**src/hdl/asfc_cfg.svh**
```systemverilog
// Register offsets, field positions and timing counts for the serial unit
`ifndef ASFC_CFG_SVH
`define ASFC_CFG_SVH
`define ASFC_OFF_FORMAT  8'h00
`define ASFC_OFF_CONTROL 8'h04
`define ASFC_OFF_BAUD    8'h08
`define ASFC_OFF_TXDATA  8'h0C
`define ASFC_OFF_RXDATA  8'h10
`define ASFC_OFF_STATUS  8'h14
`define ASFC_FMT_SEVEN   0
`define ASFC_FMT_PAR_EN  1
`define ASFC_FMT_ODD     2
`define ASFC_FMT_MP      3
`define ASFC_FMT_STOP2   4
`define ASFC_FMT_SYNC    5
`define ASFC_CTL_CKLO    0
`define ASFC_CTL_CKHI    1
`define ASFC_CTL_TXEN    2
`define ASFC_CTL_RXEN    3
`define ASFC_CTL_WAKE    4
`define ASFC_ST_TDRE     0
`define ASFC_ST_RDRF     1
`define ASFC_ST_TEND     2
`define ASFC_ST_PERR     3
`define ASFC_ST_FERR     4
`define ASFC_ST_ORER     5
`define ASFC_ST_WAKE     6
`define ASFC_FMT_RESET   6'h00
`define ASFC_CTL_RESET   5'h00
`define ASFC_BAUD_RESET  16'h0000
`define ASFC_LAST_TICK   4'hF
`define ASFC_SAMPLE_TICK 4'h7
`define ASFC_LAST_BIT8   3'h7
`define ASFC_LAST_BIT7   3'h6
`endif

```
**src/hdl/asfc_pkg.sv**
```systemverilog
// Types and shared helpers of the serial unit
package asfc_pkg;
    typedef enum logic [2:0] {
        ASFC_TX_IDLE  = 3'b000,
        ASFC_TX_START = 3'b001,
        ASFC_TX_DATA  = 3'b010,
        ASFC_TX_XBIT  = 3'b011,
        ASFC_TX_STOP  = 3'b100
    } asfc_tx_state_t;
    typedef enum logic [2:0] {
        ASFC_RX_IDLE  = 3'b000,
        ASFC_RX_START = 3'b001,
        ASFC_RX_DATA  = 3'b010,
        ASFC_RX_XBIT  = 3'b011,
        ASFC_RX_STOP  = 3'b100
    } asfc_rx_state_t;
    typedef struct packed {
        asfc_tx_state_t st;
        logic [3:0]     cnt;
        logic [2:0]     bitn;
        logic [7:0]     sh;
        logic           xbit;
        logic           stop_left;
        logic           txd;
        logic           take;
    } asfc_tx_t;
    typedef struct packed {
        asfc_rx_state_t st;
        logic [3:0]     cnt;
        logic [2:0]     bitn;
        logic [7:0]     sh;
        logic           xbit;
        logic           prev;
        logic           done;
        logic           perr;
        logic           ferr;
    } asfc_rx_t;
    // Parity bit that makes the ones count even, or odd
    function automatic logic asfc_parity(input logic [7:0] d, input logic seven,
                                         input logic odd);
        logic [7:0] m;
        m = seven ? {1'b0, d[6:0]} : d;
        return (^m) ^ odd;
    endfunction : asfc_parity
endpackage : asfc_pkg

```
**src/hdl/asfc_top.sv**
```systemverilog
// Serial unit top: APB registers, clock source and pin control
// Notes on behaviour
// - Async, both clock bits 0: internal, pin unused
// - Async, clk_src_lo only: drive bit rate clock
// - Async, clk_src_hi: pin gives 16x clock
// - Sync, clk_src_hi 0: internal, clock driven out
// - Sync, clk_src_hi 1: clock taken from pin
// - Each character framed by start and stop
// - Transmit and receive run independently
// - Both directions double buffered, back to back
// - Line idles high, low starts a frame
// - Start, data lsb first, extra bit, stop
// - Sample each bit on eighth 16x tick
// - seven_bit_select picks seven or eight bits
// - extra_end_bit selects one or two stops
// - Clock out rises at transmit bit centre
// - Received parity checked against odd_even_select
// - Only first stop bit checked on receive
//
// The placing of the registers and the APB register port were decided locally.
`timescale 1ns/1ps
`default_nettype none
`include "asfc_cfg.svh"
module asfc_top
    import asfc_pkg::*;
(
    // Clock and reset
    input  wire logic        i_sys_clk,
    input  wire logic        i_rst,
    // APB slave
    input  wire logic        i_psel,
    input  wire logic        i_penable,
    input  wire logic        i_pwrite,
    input  wire logic [7:0]  i_paddr,
    input  wire logic [31:0] i_pwdata,
    output logic             o_prdata_dummy_unused,
    output logic [31:0]      o_prdata,
    output logic             o_pready,
    output logic             o_pslverr,
    // Serial lines
    input  wire logic        i_rxd,
    output logic             o_txd,
    // Serial clock pin
    input  wire logic        i_sck,
    output logic             o_sck,
    output logic             o_sck_oe
);
    typedef struct packed {
        logic [5:0]  fmt;
        logic [4:0]  ctl;
        logic [15:0] baud;
        logic [15:0] div;
        logic        tick;
        logic [7:0]  tdr;
        logic        tdr_full;
        logic [7:0]  rdr;
        logic        rdr_full;
        logic        tend;
        logic        perr;
        logic        ferr;
        logic        orer;
        logic        rxwake;
        logic        rxd_s1;
        logic        rxd_s2;
        logic        sck_s1;
        logic        sck_s2;
        logic        sck_prev;
        logic        sck_out;
        logic        sck_oe;
        logic        pready;
        logic        pslverr;
        logic [31:0] prdata;
    } asfc_top_t;

    asfc_top_t   r_reg;
    asfc_top_t   r_next;
    logic        access;
    logic        wr_tx;
    logic        tx_take;
    logic        tx_txd;
    logic        tx_phase;
    logic        tx_idle;
    logic        rx_done;
    logic [7:0]  rx_data;
    logic        rx_xbit;
    logic        rx_perr;
    logic        rx_ferr;
    logic        ext_clk;
    logic        rx_en;
    logic [31:0] status;

    assign ext_clk = r_reg.ctl[`ASFC_CTL_CKHI];
    // Receiving stalls until software clears a receive error
    assign rx_en = r_reg.ctl[`ASFC_CTL_RXEN] && !(r_reg.perr || r_reg.ferr || r_reg.orer);
    assign access = i_psel && i_penable && !r_reg.pready;
    assign wr_tx = access && i_pwrite && (i_paddr == `ASFC_OFF_TXDATA);
    assign status = {25'h000_0000, r_reg.rxwake, r_reg.orer, r_reg.ferr, r_reg.perr,
                     r_reg.tend, r_reg.rdr_full, !r_reg.tdr_full};

    asfc_tx u_tx (
        .i_sys_clk (i_sys_clk),
        .i_rst     (i_rst),
        .i_tick    (r_reg.tick),
        .i_seven   (r_reg.fmt[`ASFC_FMT_SEVEN]),
        .i_par_en  (r_reg.fmt[`ASFC_FMT_PAR_EN]),
        .i_odd     (r_reg.fmt[`ASFC_FMT_ODD]),
        .i_mp      (r_reg.fmt[`ASFC_FMT_MP]),
        .i_stop2   (r_reg.fmt[`ASFC_FMT_STOP2]),
        .i_wake    (r_reg.ctl[`ASFC_CTL_WAKE]),
        .i_valid   (r_reg.tdr_full && r_reg.ctl[`ASFC_CTL_TXEN]),
        .i_data    (r_reg.tdr),
        .o_take    (tx_take),
        .o_txd     (tx_txd),
        .o_phase   (tx_phase),
        .o_idle    (tx_idle)
    );

    asfc_rx u_rx (
        .i_sys_clk (i_sys_clk),
        .i_rst     (i_rst),
        .i_tick    (r_reg.tick),
        .i_rxd     (r_reg.rxd_s2),
        .i_en      (rx_en),
        .i_seven   (r_reg.fmt[`ASFC_FMT_SEVEN]),
        .i_par_en  (r_reg.fmt[`ASFC_FMT_PAR_EN]),
        .i_odd     (r_reg.fmt[`ASFC_FMT_ODD]),
        .i_mp      (r_reg.fmt[`ASFC_FMT_MP]),
        .o_done    (rx_done),
        .o_data    (rx_data),
        .o_xbit    (rx_xbit),
        .o_perr    (rx_perr),
        .o_ferr    (rx_ferr)
    );

    always_comb
    begin
        r_next = r_reg;
        r_next.pready = 1'b0;
        r_next.pslverr = 1'b0;
        // Two flops on each pin before any use
        r_next.rxd_s1 = i_rxd;
        r_next.rxd_s2 = r_reg.rxd_s1;
        r_next.sck_s1 = i_sck;
        r_next.sck_s2 = r_reg.sck_s1;
        r_next.sck_prev = r_reg.sck_s2;
        r_next.tick = 1'b0;
        if (ext_clk)
        begin
            // Pin rising edges serve as the 16x tick
            r_next.tick = r_reg.sck_s2 && !r_reg.sck_prev;
            r_next.div = 16'h0000;
        end
        else if (r_reg.div >= r_reg.baud)
        begin
            r_next.tick = 1'b1;
            r_next.div = 16'h0000;
        end
        else
            r_next.div = r_reg.div + 16'h0001;
        // Pin driven only where the mode asks for it
        // Clock out in sync mode or with clock bit lo, unless pin is source
        r_next.sck_oe = !ext_clk
                        && (r_reg.fmt[`ASFC_FMT_SYNC] || r_reg.ctl[`ASFC_CTL_CKLO]);
        // Upper half of the bit phase puts the rise mid bit
        r_next.sck_out = tx_phase;
        r_next.tend = tx_idle && !r_reg.tdr_full;
        // Holding register freed as the shifter takes it
        if (tx_take)
            r_next.tdr_full = 1'b0;
        if (access)
        begin
            r_next.pready = 1'b1;
            r_next.prdata = 32'h0000_0000;
            case (i_paddr)
                `ASFC_OFF_FORMAT:
                begin
                    r_next.prdata = {26'h000_0000, r_reg.fmt};
                    if (i_pwrite)
                        r_next.fmt = i_pwdata[5:0];
                end
                `ASFC_OFF_CONTROL:
                begin
                    r_next.prdata = {27'h000_0000, r_reg.ctl};
                    if (i_pwrite)
                        r_next.ctl = i_pwdata[4:0];
                end
                `ASFC_OFF_BAUD:
                begin
                    r_next.prdata = {16'h0000, r_reg.baud};
                    if (i_pwrite)
                        r_next.baud = i_pwdata[15:0];
                end
                `ASFC_OFF_TXDATA:
                begin
                    r_next.prdata = {24'h00_0000, r_reg.tdr};
                    if (i_pwrite)
                    begin
                        r_next.tdr = i_pwdata[7:0];
                        r_next.tdr_full = 1'b1;
                    end
                end
                `ASFC_OFF_RXDATA:
                begin
                    r_next.prdata = {24'h00_0000, r_reg.rdr};
                    if (!i_pwrite)
                        r_next.rdr_full = 1'b0;
                end
                `ASFC_OFF_STATUS:
                begin
                    r_next.prdata = status;
                    // Write one to clear
                    if (i_pwrite)
                    begin
                        r_next.rdr_full = r_reg.rdr_full && !i_pwdata[`ASFC_ST_RDRF];
                        r_next.perr = r_reg.perr && !i_pwdata[`ASFC_ST_PERR];
                        r_next.ferr = r_reg.ferr && !i_pwdata[`ASFC_ST_FERR];
                        r_next.orer = r_reg.orer && !i_pwdata[`ASFC_ST_ORER];
                    end
                end
                default:
                    r_next.pslverr = 1'b1;
            endcase
        end
        // Completed character moves to the read buffer unless it was full, then overrun is set; a same-cycle read still clears full
        if (rx_done)
        begin
            if (r_reg.rdr_full)
                r_next.orer = 1'b1;
            else
            begin
                r_next.rdr = rx_data;
                r_next.rxwake = rx_xbit;
                r_next.perr = r_reg.perr || rx_perr;
                r_next.ferr = r_reg.ferr || rx_ferr;
                r_next.rdr_full = !(rx_perr || rx_ferr);
            end
        end
    end

    always_ff @(posedge i_sys_clk)
    begin
        if (i_rst)
            r_reg <= '{fmt: `ASFC_FMT_RESET, ctl: `ASFC_CTL_RESET, baud: `ASFC_BAUD_RESET,
                       rxd_s1: 1'b1, rxd_s2: 1'b1, default: '0};
        else
            r_reg <= r_next;
    end

    // Tx line is already a flop inside the shifter
    assign o_txd = tx_txd;
    assign o_sck = r_reg.sck_out;
    assign o_sck_oe = r_reg.sck_oe;
    assign o_prdata = r_reg.prdata;
    assign o_pready = r_reg.pready;
    assign o_pslverr = r_reg.pslverr;
    assign o_prdata_dummy_unused = 1'b0;
endmodule : asfc_top
`default_nettype wire

```
**src/hdl/asfc_tx.sv**
```systemverilog
// Transmit shifter of the serial unit
`timescale 1ns/1ps
`default_nettype none
`include "asfc_cfg.svh"
module asfc_tx
    import asfc_pkg::*;
(
    // Clock and reset
    input  wire logic       i_sys_clk,
    input  wire logic       i_rst,
    // Timing and format
    input  wire logic       i_tick,
    input  wire logic       i_seven,
    input  wire logic       i_par_en,
    input  wire logic       i_odd,
    input  wire logic       i_mp,
    input  wire logic       i_stop2,
    input  wire logic       i_wake,
    // Holding register side
    input  wire logic       i_valid,
    input  wire logic [7:0] i_data,
    output logic            o_take,
    // Line side
    output logic            o_txd,
    output logic            o_phase,
    output logic            o_idle
);
    asfc_tx_t r_reg;
    asfc_tx_t r_next;
    logic     wrap;
    logic     load;

    always_comb
    begin
        r_next = r_reg;
        r_next.take = 1'b0;
        wrap = i_tick && (r_reg.cnt == `ASFC_LAST_TICK);
        load = wrap && i_valid && (r_reg.st == ASFC_TX_IDLE
               || (r_reg.st == ASFC_TX_STOP && !r_reg.stop_left));
        // Free running phase keeps the bit clock out steady even when idle
        if (i_tick)
            r_next.cnt = r_reg.cnt + 4'h1;
        if (wrap)
        begin
            case (r_reg.st)
                ASFC_TX_START:
                begin
                    r_next.st = ASFC_TX_DATA;
                    r_next.txd = r_reg.sh[0];
                    r_next.bitn = 3'h0;
                end
                ASFC_TX_DATA:
                begin
                    r_next.sh = r_reg.sh >> 1;
                    r_next.txd = r_reg.sh[1];
                    r_next.bitn = r_reg.bitn + 3'h1;
                    if (r_reg.bitn == (i_seven ? `ASFC_LAST_BIT7 : `ASFC_LAST_BIT8))
                    begin
                        r_next.st = (i_mp || i_par_en) ? ASFC_TX_XBIT : ASFC_TX_STOP;
                        r_next.txd = (i_mp || i_par_en) ? r_reg.xbit : 1'b1;
                        r_next.stop_left = i_stop2;
                    end
                end
                ASFC_TX_XBIT:
                begin
                    r_next.st = ASFC_TX_STOP;
                    r_next.txd = 1'b1;
                    r_next.stop_left = i_stop2;
                end
                ASFC_TX_STOP:
                begin
                    r_next.stop_left = 1'b0;
                    if (!r_reg.stop_left)
                        r_next.st = ASFC_TX_IDLE;
                end
                default:
                    r_next.txd = 1'b1;
            endcase
        end
        // Back to back frames from the holding register
        if (load)
        begin
            r_next.st = ASFC_TX_START;
            r_next.txd = 1'b0;
            r_next.sh = i_data;
            r_next.take = 1'b1;
            r_next.xbit = i_mp ? i_wake : asfc_parity(i_data, i_seven, i_odd);
        end
    end

    always_ff @(posedge i_sys_clk)
    begin
        if (i_rst)
            r_reg <= '{st: ASFC_TX_IDLE, txd: 1'b1, default: '0};
        else
            r_reg <= r_next;
    end

    assign o_take = r_reg.take;
    assign o_txd = r_reg.txd;
    assign o_phase = r_reg.cnt[3];
    assign o_idle = (r_reg.st == ASFC_TX_IDLE);
endmodule : asfc_tx
`default_nettype wire

```
**src/hdl/asfc_rx.sv**
```systemverilog
// Receive shifter of the serial unit
`timescale 1ns/1ps
`default_nettype none
`include "asfc_cfg.svh"
module asfc_rx
    import asfc_pkg::*;
(
    // Clock and reset
    input  wire logic       i_sys_clk,
    input  wire logic       i_rst,
    // Timing, line and format
    input  wire logic       i_tick,
    input  wire logic       i_rxd,
    input  wire logic       i_en,
    input  wire logic       i_seven,
    input  wire logic       i_par_en,
    input  wire logic       i_odd,
    input  wire logic       i_mp,
    // Result
    output logic            o_done,
    output logic [7:0]      o_data,
    output logic            o_xbit,
    output logic            o_perr,
    output logic            o_ferr
);
    asfc_rx_t   r_reg;
    asfc_rx_t   r_next;
    logic [7:0] aligned;

    always_comb
    begin
        r_next = r_reg;
        r_next.done = 1'b0;
        r_next.prev = i_rxd;
        aligned = i_seven ? {1'b0, r_reg.sh[7:1]} : r_reg.sh;
        // Falling edge from idle high starts a frame
        if (r_reg.st == ASFC_RX_IDLE)
        begin
            if (i_en && r_reg.prev && !i_rxd)
            begin
                r_next.st = ASFC_RX_START;
                r_next.cnt = 4'h0;
            end
        end
        else if (i_tick)
        begin
            r_next.cnt = r_reg.cnt + 4'h1;
            if (r_reg.cnt == `ASFC_SAMPLE_TICK)
            begin
                case (r_reg.st)
                    // Glitch shorter than half a bit is dropped
                    ASFC_RX_START:
                    begin
                        r_next.st = i_rxd ? ASFC_RX_IDLE : ASFC_RX_DATA;
                        r_next.bitn = 3'h0;
                    end
                    ASFC_RX_DATA:
                    begin
                        r_next.sh = {i_rxd, r_reg.sh[7:1]};
                        r_next.bitn = r_reg.bitn + 3'h1;
                        if (r_reg.bitn == (i_seven ? `ASFC_LAST_BIT7 : `ASFC_LAST_BIT8))
                            r_next.st = (i_mp || i_par_en) ? ASFC_RX_XBIT : ASFC_RX_STOP;
                    end
                    ASFC_RX_XBIT:
                    begin
                        r_next.xbit = i_rxd;
                        r_next.st = ASFC_RX_STOP;
                    end
                    // Only the first stop bit is checked
                    ASFC_RX_STOP:
                    begin
                        r_next.done = 1'b1;
                        r_next.sh = aligned;
                        r_next.ferr = !i_rxd;
                        // Parity check against odd or even
                        r_next.perr = !i_mp && i_par_en
                                      && (asfc_parity(aligned, i_seven, i_odd) != r_reg.xbit);
                        r_next.st = ASFC_RX_IDLE;
                    end
                    default:
                        r_next.st = ASFC_RX_IDLE;
                endcase
            end
        end
    end

    always_ff @(posedge i_sys_clk)
    begin
        if (i_rst)
            r_reg <= '{st: ASFC_RX_IDLE, prev: 1'b1, default: '0};
        else
            r_reg <= r_next;
    end

    assign o_done = r_reg.done;
    assign o_data = r_reg.sh;
    assign o_xbit = r_reg.xbit;
    assign o_perr = r_reg.perr;
    assign o_ferr = r_reg.ferr;
endmodule : asfc_rx
`default_nettype wire

```
**config.mk**
```make
export PLATFORM = sky130hd
export DESIGN_NAME = asfc_top
export DESIGN_NICKNAME = d
export VERILOG_FILES = /design/src/hdl/asfc_pkg.sv /design/src/hdl/asfc_top.sv /design/src/hdl/asfc_tx.sv /design/src/hdl/asfc_rx.sv
export VERILOG_INCLUDE_DIRS = /design/src /design/src/hdl
export SDC_FILE = /design/constraint.sdc
export NUM_CORES = 1
export LEC_CHECK = 0
export BUFFER_PORTS_ARGS = -buffer_cell sky130_fd_sc_hd__buf_2
export CORE_MARGIN = 1
export CORE_UTILIZATION = 58
export CTS_CLUSTER_DIAMETER = 60
export DETAILED_ROUTE_END_ITERATION = 16
export PLACE_DENSITY_LB_ADDON = 0.15
export SKIP_LAST_GASP = 1
export SYNTH_ARGS = -nofsm -noshare
export SYNTH_HDL_FRONTEND = slang
export SYNTH_SLANG_ARGS = --single-unit
export TNS_END_PERCENT = 100
```
**constraint.sdc**
```tcl
create_clock -name i_sys_clk -period 2.25 [get_ports i_sys_clk]
set_input_delay 0.1125 -clock i_sys_clk [delete_from_list [all_inputs] [get_ports i_sys_clk]]
set_output_delay 0.1125 -clock i_sys_clk [all_outputs]
set_load 0.005 [all_outputs]
```
After elaboration in Yosys (flattened, before gate mapping)

Index checks and enable logic that the tools add are counted.

Equal/unequal tests: 25
Add/sub/neg operators: 5
Bitwise operators: 7
Mux-type cells: 55
Reductions and logical operators: 77
Magnitude comparators: 1

Operators with widths:

| operator              | count |
|---|---|
| $pmux 16 s6           | 1 |
| $mux 8                | 5 |
| $mux 34               | 1 |
| $reduce_and 4->1      | 7 |
| $mux 3                | 9 |
| $mux 1                | 21 |
| $logic_and 1x1->1     | 19 |
| $mux 19               | 1 |
| $add 16x1->16 const B | 1 |
| $eq 8x4->1 const B    | 2 |
| $eq 8x5->1 const B    | 2 |
| $ge 16x16->1          | 1 |
| $pmux 8 s2            | 1 |
| $reduce_xor 8->1      | 2 |
| $reduce_and 3->1      | 5 |
| $mux 7                | 2 |
| $reduce_bool 2->1     | 7 |
| $logic_not 1->1       | 13 |
| $eq 3x2->1 const B    | 4 |
| $mux 12               | 1 |
| $pmux 3 s2            | 2 |
| $pmux 3 s4            | 1 |
| $reduce_and 2->1      | 5 |
| $mux 9                | 1 |
| other kinds (30)      | 56 |

Word-level logic and storage cells: 212
Bits of input ports: 47
Register bits after elaboration: 153

Longest topological paths before layout

Gate-level depths: netlist (run 1).

Depth in word-level cells: 8
Mapped depth: 8
Gate-level depth less buffers: 7

By module

A second synthesis (run 1) with hierarchy kept.

Cells, all modules: 752
Area, all modules: 6,856.6 um^2

Modules (own cells, without submodules):

| module   | area an instance (um^2) | instances | cells an instance | sequential area each (um^2) |
|---|---|---|---|---|
| asfc_top | 4,381.7                 | 1         | 476               | 1,841.8 |
| asfc_rx  | 1,271.2                 | 1         | 140               | 460.4 |
| asfc_tx  | 1,203.7                 | 1         | 136               | 440.4 |

Worst setup path after synthesis (run 1)

Ideal clock, no wire load.

Kind: register -> register
Start point: register r_reg[94] (netlist bit)
End point: register r_reg[67] (netlist bit)
Slack: 272 ps
Buffers on the path: 1
Clock period less this slack: 1,978 ps
Stages on the path, launching flop included: 9
Arrival: 1,900 ps
Path through: dfxtp_1 inv_1 ha_1 a21o_1 a21o_1 a221oi_1 o221ai_1 clkbuf_1 nor3_1

Word-level cells in the longest chain between the ends: 2

RTL lines:

| item                             | line            | text |
|---|---|---|
| start: declaration               | asfc_top.sv:75  | `asfc_top_t r_reg;` |
| start signal: assignment         | asfc_top.sv:243 | `` r_reg <= '{fmt: `ASFC_FMT_RESET, ctl: `ASFC_CTL_RESET, baud: `ASFC_BAUD_RESET, `` |
| start signal: assignment         | asfc_top.sv:246 | `r_reg <= r_next;` |
| $ge 16x16->1                     | asfc_top.sv:153 | `else if (r_reg.div >= r_reg.baud)` |
| $reduce_or 3->1 (no source line) | -               |  |

Every way passes these cells.
A chain may end at the register's enable or synchronous reset.

Worst setup path after layout (run 1)

Start point: register r_reg[64] (netlist bit)
End point: register u_rx.r_reg, in the netlist u_rx.o_perr

Word-level cells in the longest chain between the ends: 1

RTL lines:

| item                              | line          | text |
|---|---|---|
| $reduce_and 4->1 (no source line) | -             |  |
| end signal: assignment            | asfc_rx.sv:92 | `r_reg <= r_next;` |
| end: declaration                  | asfc_rx.sv:26 | `asfc_rx_t r_reg;` |

Every way passes these cells.

==> results of run 1 <==
## stage by stage
step / setup slack [ns] / instance area (µm²) / util (%)
2_1_floorplan: 0.272 / 6780 / -
3_3_place_gp: 0.287 / 6940 / 62.6
3_5_place_dp: 0.230 / 6940 / 62.6
4_1_cts: 0.141 / 7740 / 69.9
5_1_grt: 0.0243 / 7740 / 69.9
6_report: 0.143 / 7740 / 69.9
## worst max-delay path, delay by kind of cell, from the launching register on
kind	cells	cell delay [ns]
AO/OA/AOI/OAI	1	0.17
flip-flops	1	0.61
AND/OR/NAND/NOR	3	1.24
## power groups by stage
stage | registers [mW] | clock network (mW) | logic, mW
2_1_floorplan | 2.52 | 0 | 0.150
3_3_place_gp | 2.52 | 0 | 0.197
3_5_place_dp | 2.53 | 0 | 0.204
4_1_cts | 2.47 | 3.05 | 0.225
5_1_grt | 2.47 | 3.17 | 0.254
6_report | 2.47 | 3.02 | 0.228
## routing by layer
layer	up-vias	part of all wire (%)	track usage (%)	wire length (µm)
li1	2784	-	-	-
met1	2789	45	39.7	7510
met2	197	47	48.4	7820
met3	26	5.9	6.70	981
met4	0	2.2	10.9	363
met5	-	0	0	0
## worst max path at each step
stage          depth (start not counted)                  endpoint                    from
6_report                               4  u_rx.o_perr$_SDFFE_PP0P_    r_reg[64]$_SDFF_PP0_
5_1_grt                                4  u_rx.o_perr$_SDFFE_PP0P_    r_reg[64]$_SDFF_PP0_
4_1_cts                                8      r_reg[64]$_SDFF_PP0_  r_reg[94]$_SDFFE_PP0P_
3_5_place_dp                           4  u_rx.o_perr$_SDFFE_PP0P_    r_reg[64]$_SDFF_PP0_
3_3_place_gp                           8      r_reg[64]$_SDFF_PP0_  r_reg[94]$_SDFFE_PP0P_
2_1_floorplan                          8      r_reg[67]$_SDFF_PP0_  r_reg[94]$_SDFFE_PP0P_
## cells in the mapped netlist, types with 3 or more instances
cell,n
clkbuf_1,28
nand2_1,74
a211oi_1,10
a22oi_1,16
mux2i_1,45
o22ai_1,5
o21ai_0,19
nor4_4,3
dfxtp_1,137
o21bai_1,3
a21o_1,11
nand3_1,19
a21oi_1,48
a31oi_1,6
or2_2,6
ha_1,21
xor2_1,12
nor3_1,27
a221oi_1,6
nand4_1,12
buf_4,33
nor2_1,99
or3_1,3
inv_1,28
nand2b_1,7
and2_1,3
a2bb2oi_1,3
nor2b_1,13
a32oi_1,6
nor4_1,4
xnor2_1,22
buf_2,5
nand3b_1,3
## area by class of cell
type	count	area (µm²)	area share [%]
tap	140	175	2.26
clock buffer	26	519	6.71
clock inverter	6	133	1.71
sequential	137	2740	35.4
multi-input combinational	560	3530	45.6
timing repair buffer	83	536	6.92
inverter	28	105	1.36
## logic make-up (layout without fill, tap and decap cells)
group / after synthesis / count (layout) / synth area share (%)
xor+xnor: 35 / 35 / 4.77
other cells: 1 / 17 / 0.0558
flops: 137 / 137 / 40.8
buf+inv: 97 / 143 / 7.47
mux: 47 / 47 / 7.04
fa+ha+maj: 21 / 21 / 3.91
simple gates: 289 / 289 / 21.2
compound gates: 151 / 151 / 14.7
==> results by group, run 1 <==
Worst setup path
  – Crit path DAT: 2.45 ns
  – CP peak stage delay: 0.65 ns
  – R2r startpoint: r_reg[64]$_SDFF_PP0_
  – Startpoint types: register
  – Crit-path cells: and4b_2 > nand4_1 > or4b_2 > o21ai_0
  – Crit path kind: reg -> reg
  – R2R cell count: 4
  – R2R Setup Slk: 0.14 ns
  – Slowest stage cell on the critical path: or4b_2
  – R2r endpoint: u_rx.o_perr$_SDFFE_PP0P_
  – Crit end category: register
  – Worst Path Required: 2.59 ns
  – CP max FO: 9

Timing
  – Max Fclk: 475 MHz
  – Final Setup Violations: 0
  – Fin. Hold Viols: 0
  – RSZ-0062 raised after global routing: false
  – Slew Viols, Final: 0
  – Slew @ Worst Pin: 0.715 ns
  – Slew HR: 52.3%
  – Final period util: 93.6%
  – Setup TNS: 0 ns
  – Crit path time final: 2.11 ns
  – Clock Skews: 0.00531 ns
  – Hold_ws: 0.0239 ns

Clock tree
  – Bufs on Longest Clock Path: 2
  – TritonCTS clock tree: built
  – Clock root cell: clkbuf_16
  – H-tree depth: 4
  – Post-CTS Hold Buffers: 15
  – Clock Latency Late Sink: 0.42 ns
  – Postcts setup bufs: 0
  – Sink Count: 137
  – Clock transition at the registers of the reported paths: 0.06 ns
  – PostCTS Resize Cnt: 0
  – Cts bufs inserted: 17

Die
  – Die Ht: 110 µm
  – Total die area: 12000 µm²
  – Initial core utilization: 60.6%
  – Ports: 85
  – FP Rows: 38
  – Die W: 110 µm
  – Core area: 11100 µm²

Drt
  – Vias per std cell: 5.91
  – Final wirelength: 16.7 mm
  – Iter 0 DRT Violations: 535
  – Post-DRT Antenna Nets: 0
  – Drc violations: 0
  – DR WL/cell: 17.0 µm
  – Vias: 5796
  – Drt first pass iters: 5

Power and ir drop
  – Comb power frac: 4.0%
  – Switching power: 1.15 mW
  – Worst VDD drop: 0.549 mV
  – Reg power frac: 43.2%
  – Power per cell area: 739 nW/µm²
  – Internal power: 4.57 mW
  – Clock share of power: 52.8%
  – Total power: 5.72 mW
  – Lkg Pwr: 2.87 nW
  – Sw Share: 20.2%

GRT
  – Vias in the first global route: 5444
  – Initial antenna violation count: 0
  – Global-route wire length before repair: 27.2 mm
  – GR Util All Layers: 30.1%
  – GRT overflow: 0
  – Pin count of the biggest net entering global routing: 66

Logic synthesis
  – Register area share after synthesis: 40.8%
  – Mapped cell area: 6720 µm²
  – Synth Flop Type: dfxtp_1
  – Synth Register Bits: 137
  – Synthesis Warnings: 0
  – Area contributors post-synth: dfxtp_1 41%, mux2i_1 6.7%, nor2_1 5.5%
  – Distinct cells, synth: 67
  – Top cell type by total area after synthesis: dfxtp_1
  – Async set-reset flop share out of synthesis: 0%
  – Synth Instances: 778
  – Syn avg cell area: 8.63 µm²
  – Synth top area share: 40.8%
  – Post-synth EDFFs: 0

Status
  – Status: completed

Place
  – Detailed placement HPWL: 11.5 mm
  – Cells after DPL: 933
  – I/O Buffers: 51
  – Placer Congestion: 0.907

Flow run
  – Max-cap viol count: 0

Hold path
  – Hold path depth: 3
  – Hold path endpoint: r_reg[107]$_SDFFE_PP0P_
  – Min-Delay Path Class: in -> reg
  – Hold Startpoint: i_pwdata[5]

Finish
  – Max reg flops: 68
  – Commonest non-fill, non-tap cell in the layout: dfxtp_1
  – FILL cells: 894
  – Most frequent cells in the layout: 137 x dfxtp_1, 99 x nor2_1, 74 x nand2_1
  – Layout cell share with drive strength beyond 1: 13.9%
  – Nets@finish: 895
  – Finished Layout Cells: 980
  – # diodes: 0
  – Area delta synth->final: 15.3%
(Power assumes the default switching activity.)
==> inputs of run 2 (changes only) <==
--- a/config.mk
+++ b/config.mk
@@ -7,6 +7,7 @@
 export NUM_CORES = 1
 export LEC_CHECK = 0
 export BUFFER_PORTS_ARGS = -buffer_cell sky130_fd_sc_hd__buf_2
+export CORE_ASPECT_RATIO = 1.5
 export CORE_MARGIN = 1
 export CORE_UTILIZATION = 58
 export CTS_CLUSTER_DIAMETER = 60
==> run 2 against run 1 <==
  * Non-clock buffer count grew 5
  * Die area hardly changed
  * Clock-buffer cell count is 8 lower
  * Sequential share of layout area up 0.075 points
  * Cell count is 1.2% higher
  * First-iteration DRC count shrank 53%
  * Setup slack better by 0.078 ns
  * Final area decreased by 0.21%
  * Sequential power about the same
  * Register-to-register slack improved by 0.08 ns
  * Worst hold slack lost 0.018 ns
  * Critical endpoint is now r_reg[74]$_SDFF_PP0_
  * Highest routed layer unchanged
==> results by group, run 2 (synthesis results as in run 1) <==
Status
  – Status: completed

Clock tree
  – TritonCTS clock tree: built
  – Clock root cell: clkbuf_16
  – Clock transition at the registers of the reported paths: 0.06 ns
  – Bufs on Longest Clock Path: 2
  – Sink Count: 137
  – Clock Latency Late Sink: 0.43 ns
  – H-tree depth: 4
  – PostCTS Resize Cnt: 0
  – Postcts setup bufs: 0
  – Cts bufs inserted: 17
  – Post-CTS Hold Buffers: 16

Finish
  – Area delta synth->final: 15.0%
  – Max reg flops: 68
  – Nets@finish: 900
  – # diodes: 0
  – Finished Layout Cells: 992
  – FILL cells: 923
  – Fin area: 7730 µm²
  – Layout cell share with drive strength beyond 1: 14.7%
  – Most frequent cells in the layout: 137 x dfxtp_1, 99 x nor2_1, 74 x nand2_1
  – Commonest non-fill, non-tap cell in the layout: dfxtp_1

Worst setup path
  – Crit-path cells: inv_1 > ha_1 > a21o_1 > a21o_1 > a221oi_1 > o221ai_1 > buf_4 > nor3_1
  – R2R cell count: 8
  – Worst path depth: 8
  – CP max FO: 10
  – R2R Setup Slk: 0.22 ns
  – Startpoint types: register
  – Slowest stage cell on the critical path: dfxtp_1
  – Worst Path Required: 2.60 ns
  – CP peak stage delay: 0.35 ns
  – Crit path DAT: 2.38 ns
  – R2r endpoint: r_reg[74]$_SDFF_PP0_
  – Worst setup startpoint: r_reg[94]$_SDFFE_PP0P_
  – Crit path kind: reg -> reg
  – Top cell family by delay on the critical path: compound AO/OA/AOI/OAI gates
  – Cell mode on critical path: a21o_1
  – R2r startpoint: r_reg[94]$_SDFFE_PP0P_
  – Buf/Inv on CP: 2
  – Crit end category: register

Drt
  – DR WL/cell: 16.7 µm
  – Drc violations: 0
  – Post-DRT Antenna Nets: 0
  – Drt first pass iters: 6
  – Vias: 5689
  – Vias per std cell: 5.73
  – Final wirelength: 16.6 mm
  – Iter 0 DRT Violations: 251

Die
  – Total die area: 12000 µm²
  – Ports: 85
  – FP Rows: 47
  – Core area: 11200 µm²
  – Initial core utilization: 60.1%
  – Die W: 89.9 µm
  – Die Ht: 134 µm

Power and ir drop
  – Comb power frac: 4.2%
  – Switching power: 1.26 mW
  – Sw Share: 23.0%
  – Internal power: 4.20 mW
  – Clock share of power: 50.6%
  – Total power: 5.46 mW
  – Reg power frac: 45.2%
  – Power per cell area: 707 nW/µm²
  – Lkg Pwr: 2.86 nW
  – Worst VDD drop: 0.533 mV

Timing
  – Max Fclk: 493 MHz
  – Crit path time final: 2.03 ns
  – RSZ-0062 raised after global routing: false
  – Clock Skews: 0.00810 ns
  – Fin. Hold Viols: 0
  – Final period util: 90.2%
  – Final Setup Violations: 0
  – Setup TNS: 0 ns
  – Slew @ Worst Pin: 0.741 ns
  – Slew HR: 50.5%
  – Setup ws final: 0.221 ns
  – Slew Viols, Final: 0

GRT
  – Initial antenna violation count: 0
  – Global-route wire length before repair: 27.1 mm
  – Vias in the first global route: 5669
  – Pin count of the biggest net entering global routing: 46
  – GRT overflow: 0
  – GR Util All Layers: 28.5%

Place
  – DP Area: 6980 µm²
  – Cells after DPL: 944
  – Detailed placement HPWL: 12.1 mm
  – Placer Congestion: 0.933
  – Pre-CTS WS: 0.251 ns
  – I/O Buffers: 51

Flow run
  – Max-cap viol count: 0

Hold path
  – Hold path depth: 3
  – Hold Startpoint: i_pwdata[3]
  – Min-Delay Path Class: in -> reg
  – Hold path endpoint: r_reg[105]$_SDFFE_PP0P_
run 2: worst max path at each step:
stage	slack (ns)	end
after floorplan	0.27	r_reg[67]$_SDFF_PP0_
after global placement	0.27	r_reg[70]$_SDFF_PP0_
after detailed placement	0.25	r_reg[71]$_SDFF_PP0_
after CTS	0.23	r_reg[71]$_SDFF_PP0_
after global routing	0.05	r_reg[71]$_SDFF_PP0_
final	0.22	r_reg[74]$_SDFF_PP0_
run 2: layer usage:
| layer | up-vias | GRT usage (%) | part of all wire (%) |
|---|---|---|---|
| met5 | - | 0 | 0 |
| met4 | 0 | 15.5 | 3.8 |
| met3 | 46 | 5.95 | 3.9 |
| met2 | 133 | 52.6 | 53 |
| met1 | 2714 | 30.1 | 40 |
| li1 | 2796 | - | - |
run 2: area by class of cell:
cell class / count / area, µm² / area share [%]
multi-input combinational: 560 / 3530 / 45.7
sequential: 137 / 2740 / 35.5
timing repair buffer: 88 / 576 / 7.45
clock buffer: 18 / 439 / 5.68
tap: 147 / 184 / 2.38
clock inverter: 14 / 148 / 1.91
inverter: 28 / 105 / 1.36
run 2: metrics by stage:
step | hold WS [ns] | utilization, %
global placement | 0.300 | 62.5
finish | 0.00574 | 69.1
global route | 0.0287 | 69.1
floorplan | 0.216 | -
detailed placement | 0.309 | 62.5
CTS | 0.00753 | 69.1
run 2: power groups by stage:
| stage | combinational [mW] | clock, mW | sequential, mW |
|---|---|---|---|
| after floorplan | 0.150 | 0 | 2.52 |
| after global placement | 0.199 | 0 | 2.52 |
| after detailed placement | 0.206 | 0 | 2.52 |
| after CTS | 0.228 | 2.78 | 2.47 |
| after global routing | 0.253 | 2.89 | 2.47 |
| final | 0.231 | 2.76 | 2.47 |
run 2: tightest hold or removal path, delay by kind of cell:
| family | cells | cell delay, ns |
|---|---|---|
| and+or+nand+nor | 1 | 0.07 |
| buffers and inverters | 1 | 0.14 |
| AOI/OAI and AO/OA | 1 | 0.05 |
==> inputs of run 3 (changes only) <==
--- a/config.mk
+++ b/config.mk
@@ -6,7 +6,8 @@
 export SDC_FILE = /design/constraint.sdc
 export NUM_CORES = 1
 export LEC_CHECK = 0
-export BUFFER_PORTS_ARGS = -buffer_cell sky130_fd_sc_hd__buf_2
+export ABC_AREA = 1
+export BUFFER_PORTS_ARGS = -buffer_cell sky130_fd_sc_hd__buf_4
 export CORE_ASPECT_RATIO = 1.5
 export CORE_MARGIN = 1
 export CORE_UTILIZATION = 58
==> run 3 against run 2 <==
  * Synthesized cell count grew 25%
  * Die area grew 3.9%
  * Non-clock buffer count shrank 4
  * Global-route usage grew 0.091 points
  * Largest cell class unchanged
  * Largest power group unchanged
==> results by group, run 3 <==
Status
  – Status: completed

Worst setup path
  – Crit path kind: reg -> reg
  – Crit end category: register
  – Crit path DAT: 2.11 ns
  – CP max FO: 16
  – Crit-path cells: inv_1 > ha_1 > nand2_1 > inv_1 > nand3_1 > nor3_1 > nand2_1 > nand4_1 > buf_4 > nor2_1
  – CP peak stage delay: 0.35 ns
  – Top cell family by delay on the critical path: simple AND/OR/NAND/NOR gates
  – R2r startpoint: r_reg[96]$_SDFFE_PP0P_
  – Slowest stage cell on the critical path: dfxtp_1
  – Worst Path Required: 2.55 ns
  – Buf/Inv on CP: 3
  – Startpoint types: register
  – Worst setup startpoint: r_reg[96]$_SDFFE_PP0P_

Power and ir drop
  – Comb power frac: 3.8%
  – Total power: 5.57 mW
  – Reg power frac: 44.0%
  – Switching power: 1.27 mW
  – Clock share of power: 52.1%
  – Lkg Pwr: 3.37 nW
  – Sw Share: 22.8%
  – Worst VDD drop: 0.556 mV
  – Internal power: 4.30 mW
  – Power per cell area: 686 nW/µm²

Drt
  – Iter 0 DRT Violations: 340
  – Drc violations: 0
  – Final wirelength: 17.1 mm
  – Drt first pass iters: 7
  – DR WL/cell: 14.3 µm
  – Vias: 6412
  – Vias per std cell: 5.37
  – Post-DRT Antenna Nets: 0

Logic synthesis
  – Most common library cells after synthesis: 209 x nand2_1, 137 x dfxtp_1, 120 x inv_1, 93 x a21oi_1, 82 x nor2_1
  – Most frequent cell after synthesis: nand2_1
  – Mapped cell area: 6980 µm²
  – Top cell type by total area after synthesis: dfxtp_1
  – Area contributors post-synth: dfxtp_1 39%, nand2_1 11%, a21oi_1 6.7%
  – Distinct cells, synth: 45
  – Synthesis Warnings: 0
  – Synth Instances: 972
  – Register area share after synthesis: 39.3%
  – Synth Flop Type: dfxtp_1
  – Synth Register Bits: 137
  – Synth top area share: 39.3%
  – Async set-reset flop share out of synthesis: 0%
  – Post-synth EDFFs: 0
  – Syn avg cell area: 7.18 µm²

Die
  – FP Rows: 48
  – Die Ht: 136 µm
  – Initial core utilization: 60.2%
  – Ports: 85
  – Total die area: 12500 µm²
  – Core area: 11600 µm²
  – Die W: 91.6 µm

Finish
  – # diodes: 0
  – Commonest non-fill, non-tap cell in the layout: nand2_1
  – Most frequent cells in the layout: 209 x nand2_1, 137 x dfxtp_1, 120 x inv_1
  – Area delta synth->final: 16.3%
  – Layout cell share with drive strength beyond 1: 13.6%
  – Area occupied by registers: 2740 µm²
  – Area occupied by multi-input gates: 3390 µm²
  – Nets@finish: 1098
  – Max reg flops: 68
  – Core Util, Final: 70.0%
  – Fin area: 8120 µm²
  – FILL cells: 986

Timing
  – Slew Viols, Final: 0
  – Final period util: 80.3%
  – Max Fclk: 553 MHz
  – RSZ-0062 raised after global routing: false
  – Slew HR: 46.2%
  – Final Setup Violations: 0
  – Setup TNS: 0 ns
  – Crit path time final: 1.81 ns
  – Clock Skews: 0.00717 ns
  – Slew @ Worst Pin: 0.806 ns
  – Fin. Hold Viols: 0

Place
  – I/O Buffers: 51
  – Detailed placement HPWL: 12.4 mm
  – Placer Congestion: 0.953
  – DP Area: 7310 µm²

GRT
  – GRT overflow: 0
  – Vias in the first global route: 6029
  – GR Util All Layers: 28.6%
  – Initial antenna violation count: 0
  – Pin count of the biggest net entering global routing: 39
  – Global-route wire length before repair: 27.7 mm

Clock tree
  – Clock transition at the registers of the reported paths: 0.06 ns
  – Clock Latency Late Sink: 0.42 ns
  – H-tree depth: 4
  – TritonCTS clock tree: built
  – Cts bufs inserted: 17
  – Sink Count: 137
  – PostCTS Resize Cnt: 0
  – Bufs on Longest Clock Path: 2
  – Clock root cell: clkbuf_16
  – Postcts setup bufs: 0

Hold path
  – Hold Startpoint: i_pwrite
  – Min-Delay Path Class: in -> reg

Flow run
  – Max-cap viol count: 0
-- run 3: worst min-delay path, stage by stage --
cell and delay [ns]:
buf_4 0.14, nand3_1 0.07, o21ai_0 0.08, a21oi_1 0.12
-- run 3: worst paths after layout --
check | endpoint | slack (ns) | cells after the start
max | r_reg[67]$_SDFF_PP0_ | 0.44 | 10
min | r_reg[42]$_SDFF_PP0_ | 0.14 | 4
max reg2reg | r_reg[67]$_SDFF_PP0_ | 0.44 | 10
min reg2reg | r_next[36]$_SDFF_PP0_ | 0.41 | 2
-- run 3: per-stage QoR --
| step | hold slack, ns | setup WS (ns) | std cells |
|---|---|---|---|
| 6_report | 0.142 | 0.443 | 1193 |
| 5_1_grt | 0.171 | 0.236 | 1193 |
| 4_1_cts | 0.130 | 0.468 | 1193 |
| 3_5_place_dp | 0.300 | 0.494 | 1142 |
| 3_3_place_gp | 0.306 | 0.551 | 1142 |
| 2_1_floorplan | 0.216 | 0.640 | 988 |
-- run 3: cells by family (layout without fill, tap and decap cells) --
family	after synthesis	in the layout	synth area share [%]
AOI/OAI and AO/OA	217	217	17.0
xor gates and xnor gates	20	20	2.62
adders and majority gates	21	21	3.76
buffers and inverters	194	249	13.0
DFF	137	137	39.3
other	1	17	0.0537
and+or+nand+nor	382	382	24.2
-- run 3: area by class of cell --
type | instances | share of cell area (%)
inverters | 133 | 6.21
multi-input cells | 657 | 41.8
well taps | 150 | 2.31
flip-flops and latches | 137 | 33.8
repair buffers | 84 | 8.36
clock buffers | 17 | 5.24
clock inverters | 15 | 2.33
-- run 3: power by group through the flow --
stage | Clock [mW] | Sequential (mW) | Combinational [mW]
2_1_floorplan | 0 | 2.50 | 0.123
3_3_place_gp | 0 | 2.51 | 0.182
3_5_place_dp | 0 | 2.51 | 0.184
4_1_cts | 2.94 | 2.45 | 0.211
5_1_grt | 3.05 | 2.45 | 0.235
6_report | 2.90 | 2.45 | 0.214
-- run 3: timing repair --
action	in CTS	in global routing
endpoints found under the hold margin	24	0
hold buffers	19	0
setup endpoints to repair	0	0
-- run 3: routing by layer --
layer | share of wire, % | global-route usage, % | vias up
li1 | - | - | 3218
met1 | 38 | 29.6 | 2952
met4 | 4.8 | 18.1 | 0
met3 | 3.8 | 5.54 | 61
met2 | 53 | 52.3 | 181
met5 | 0 | 0 | -
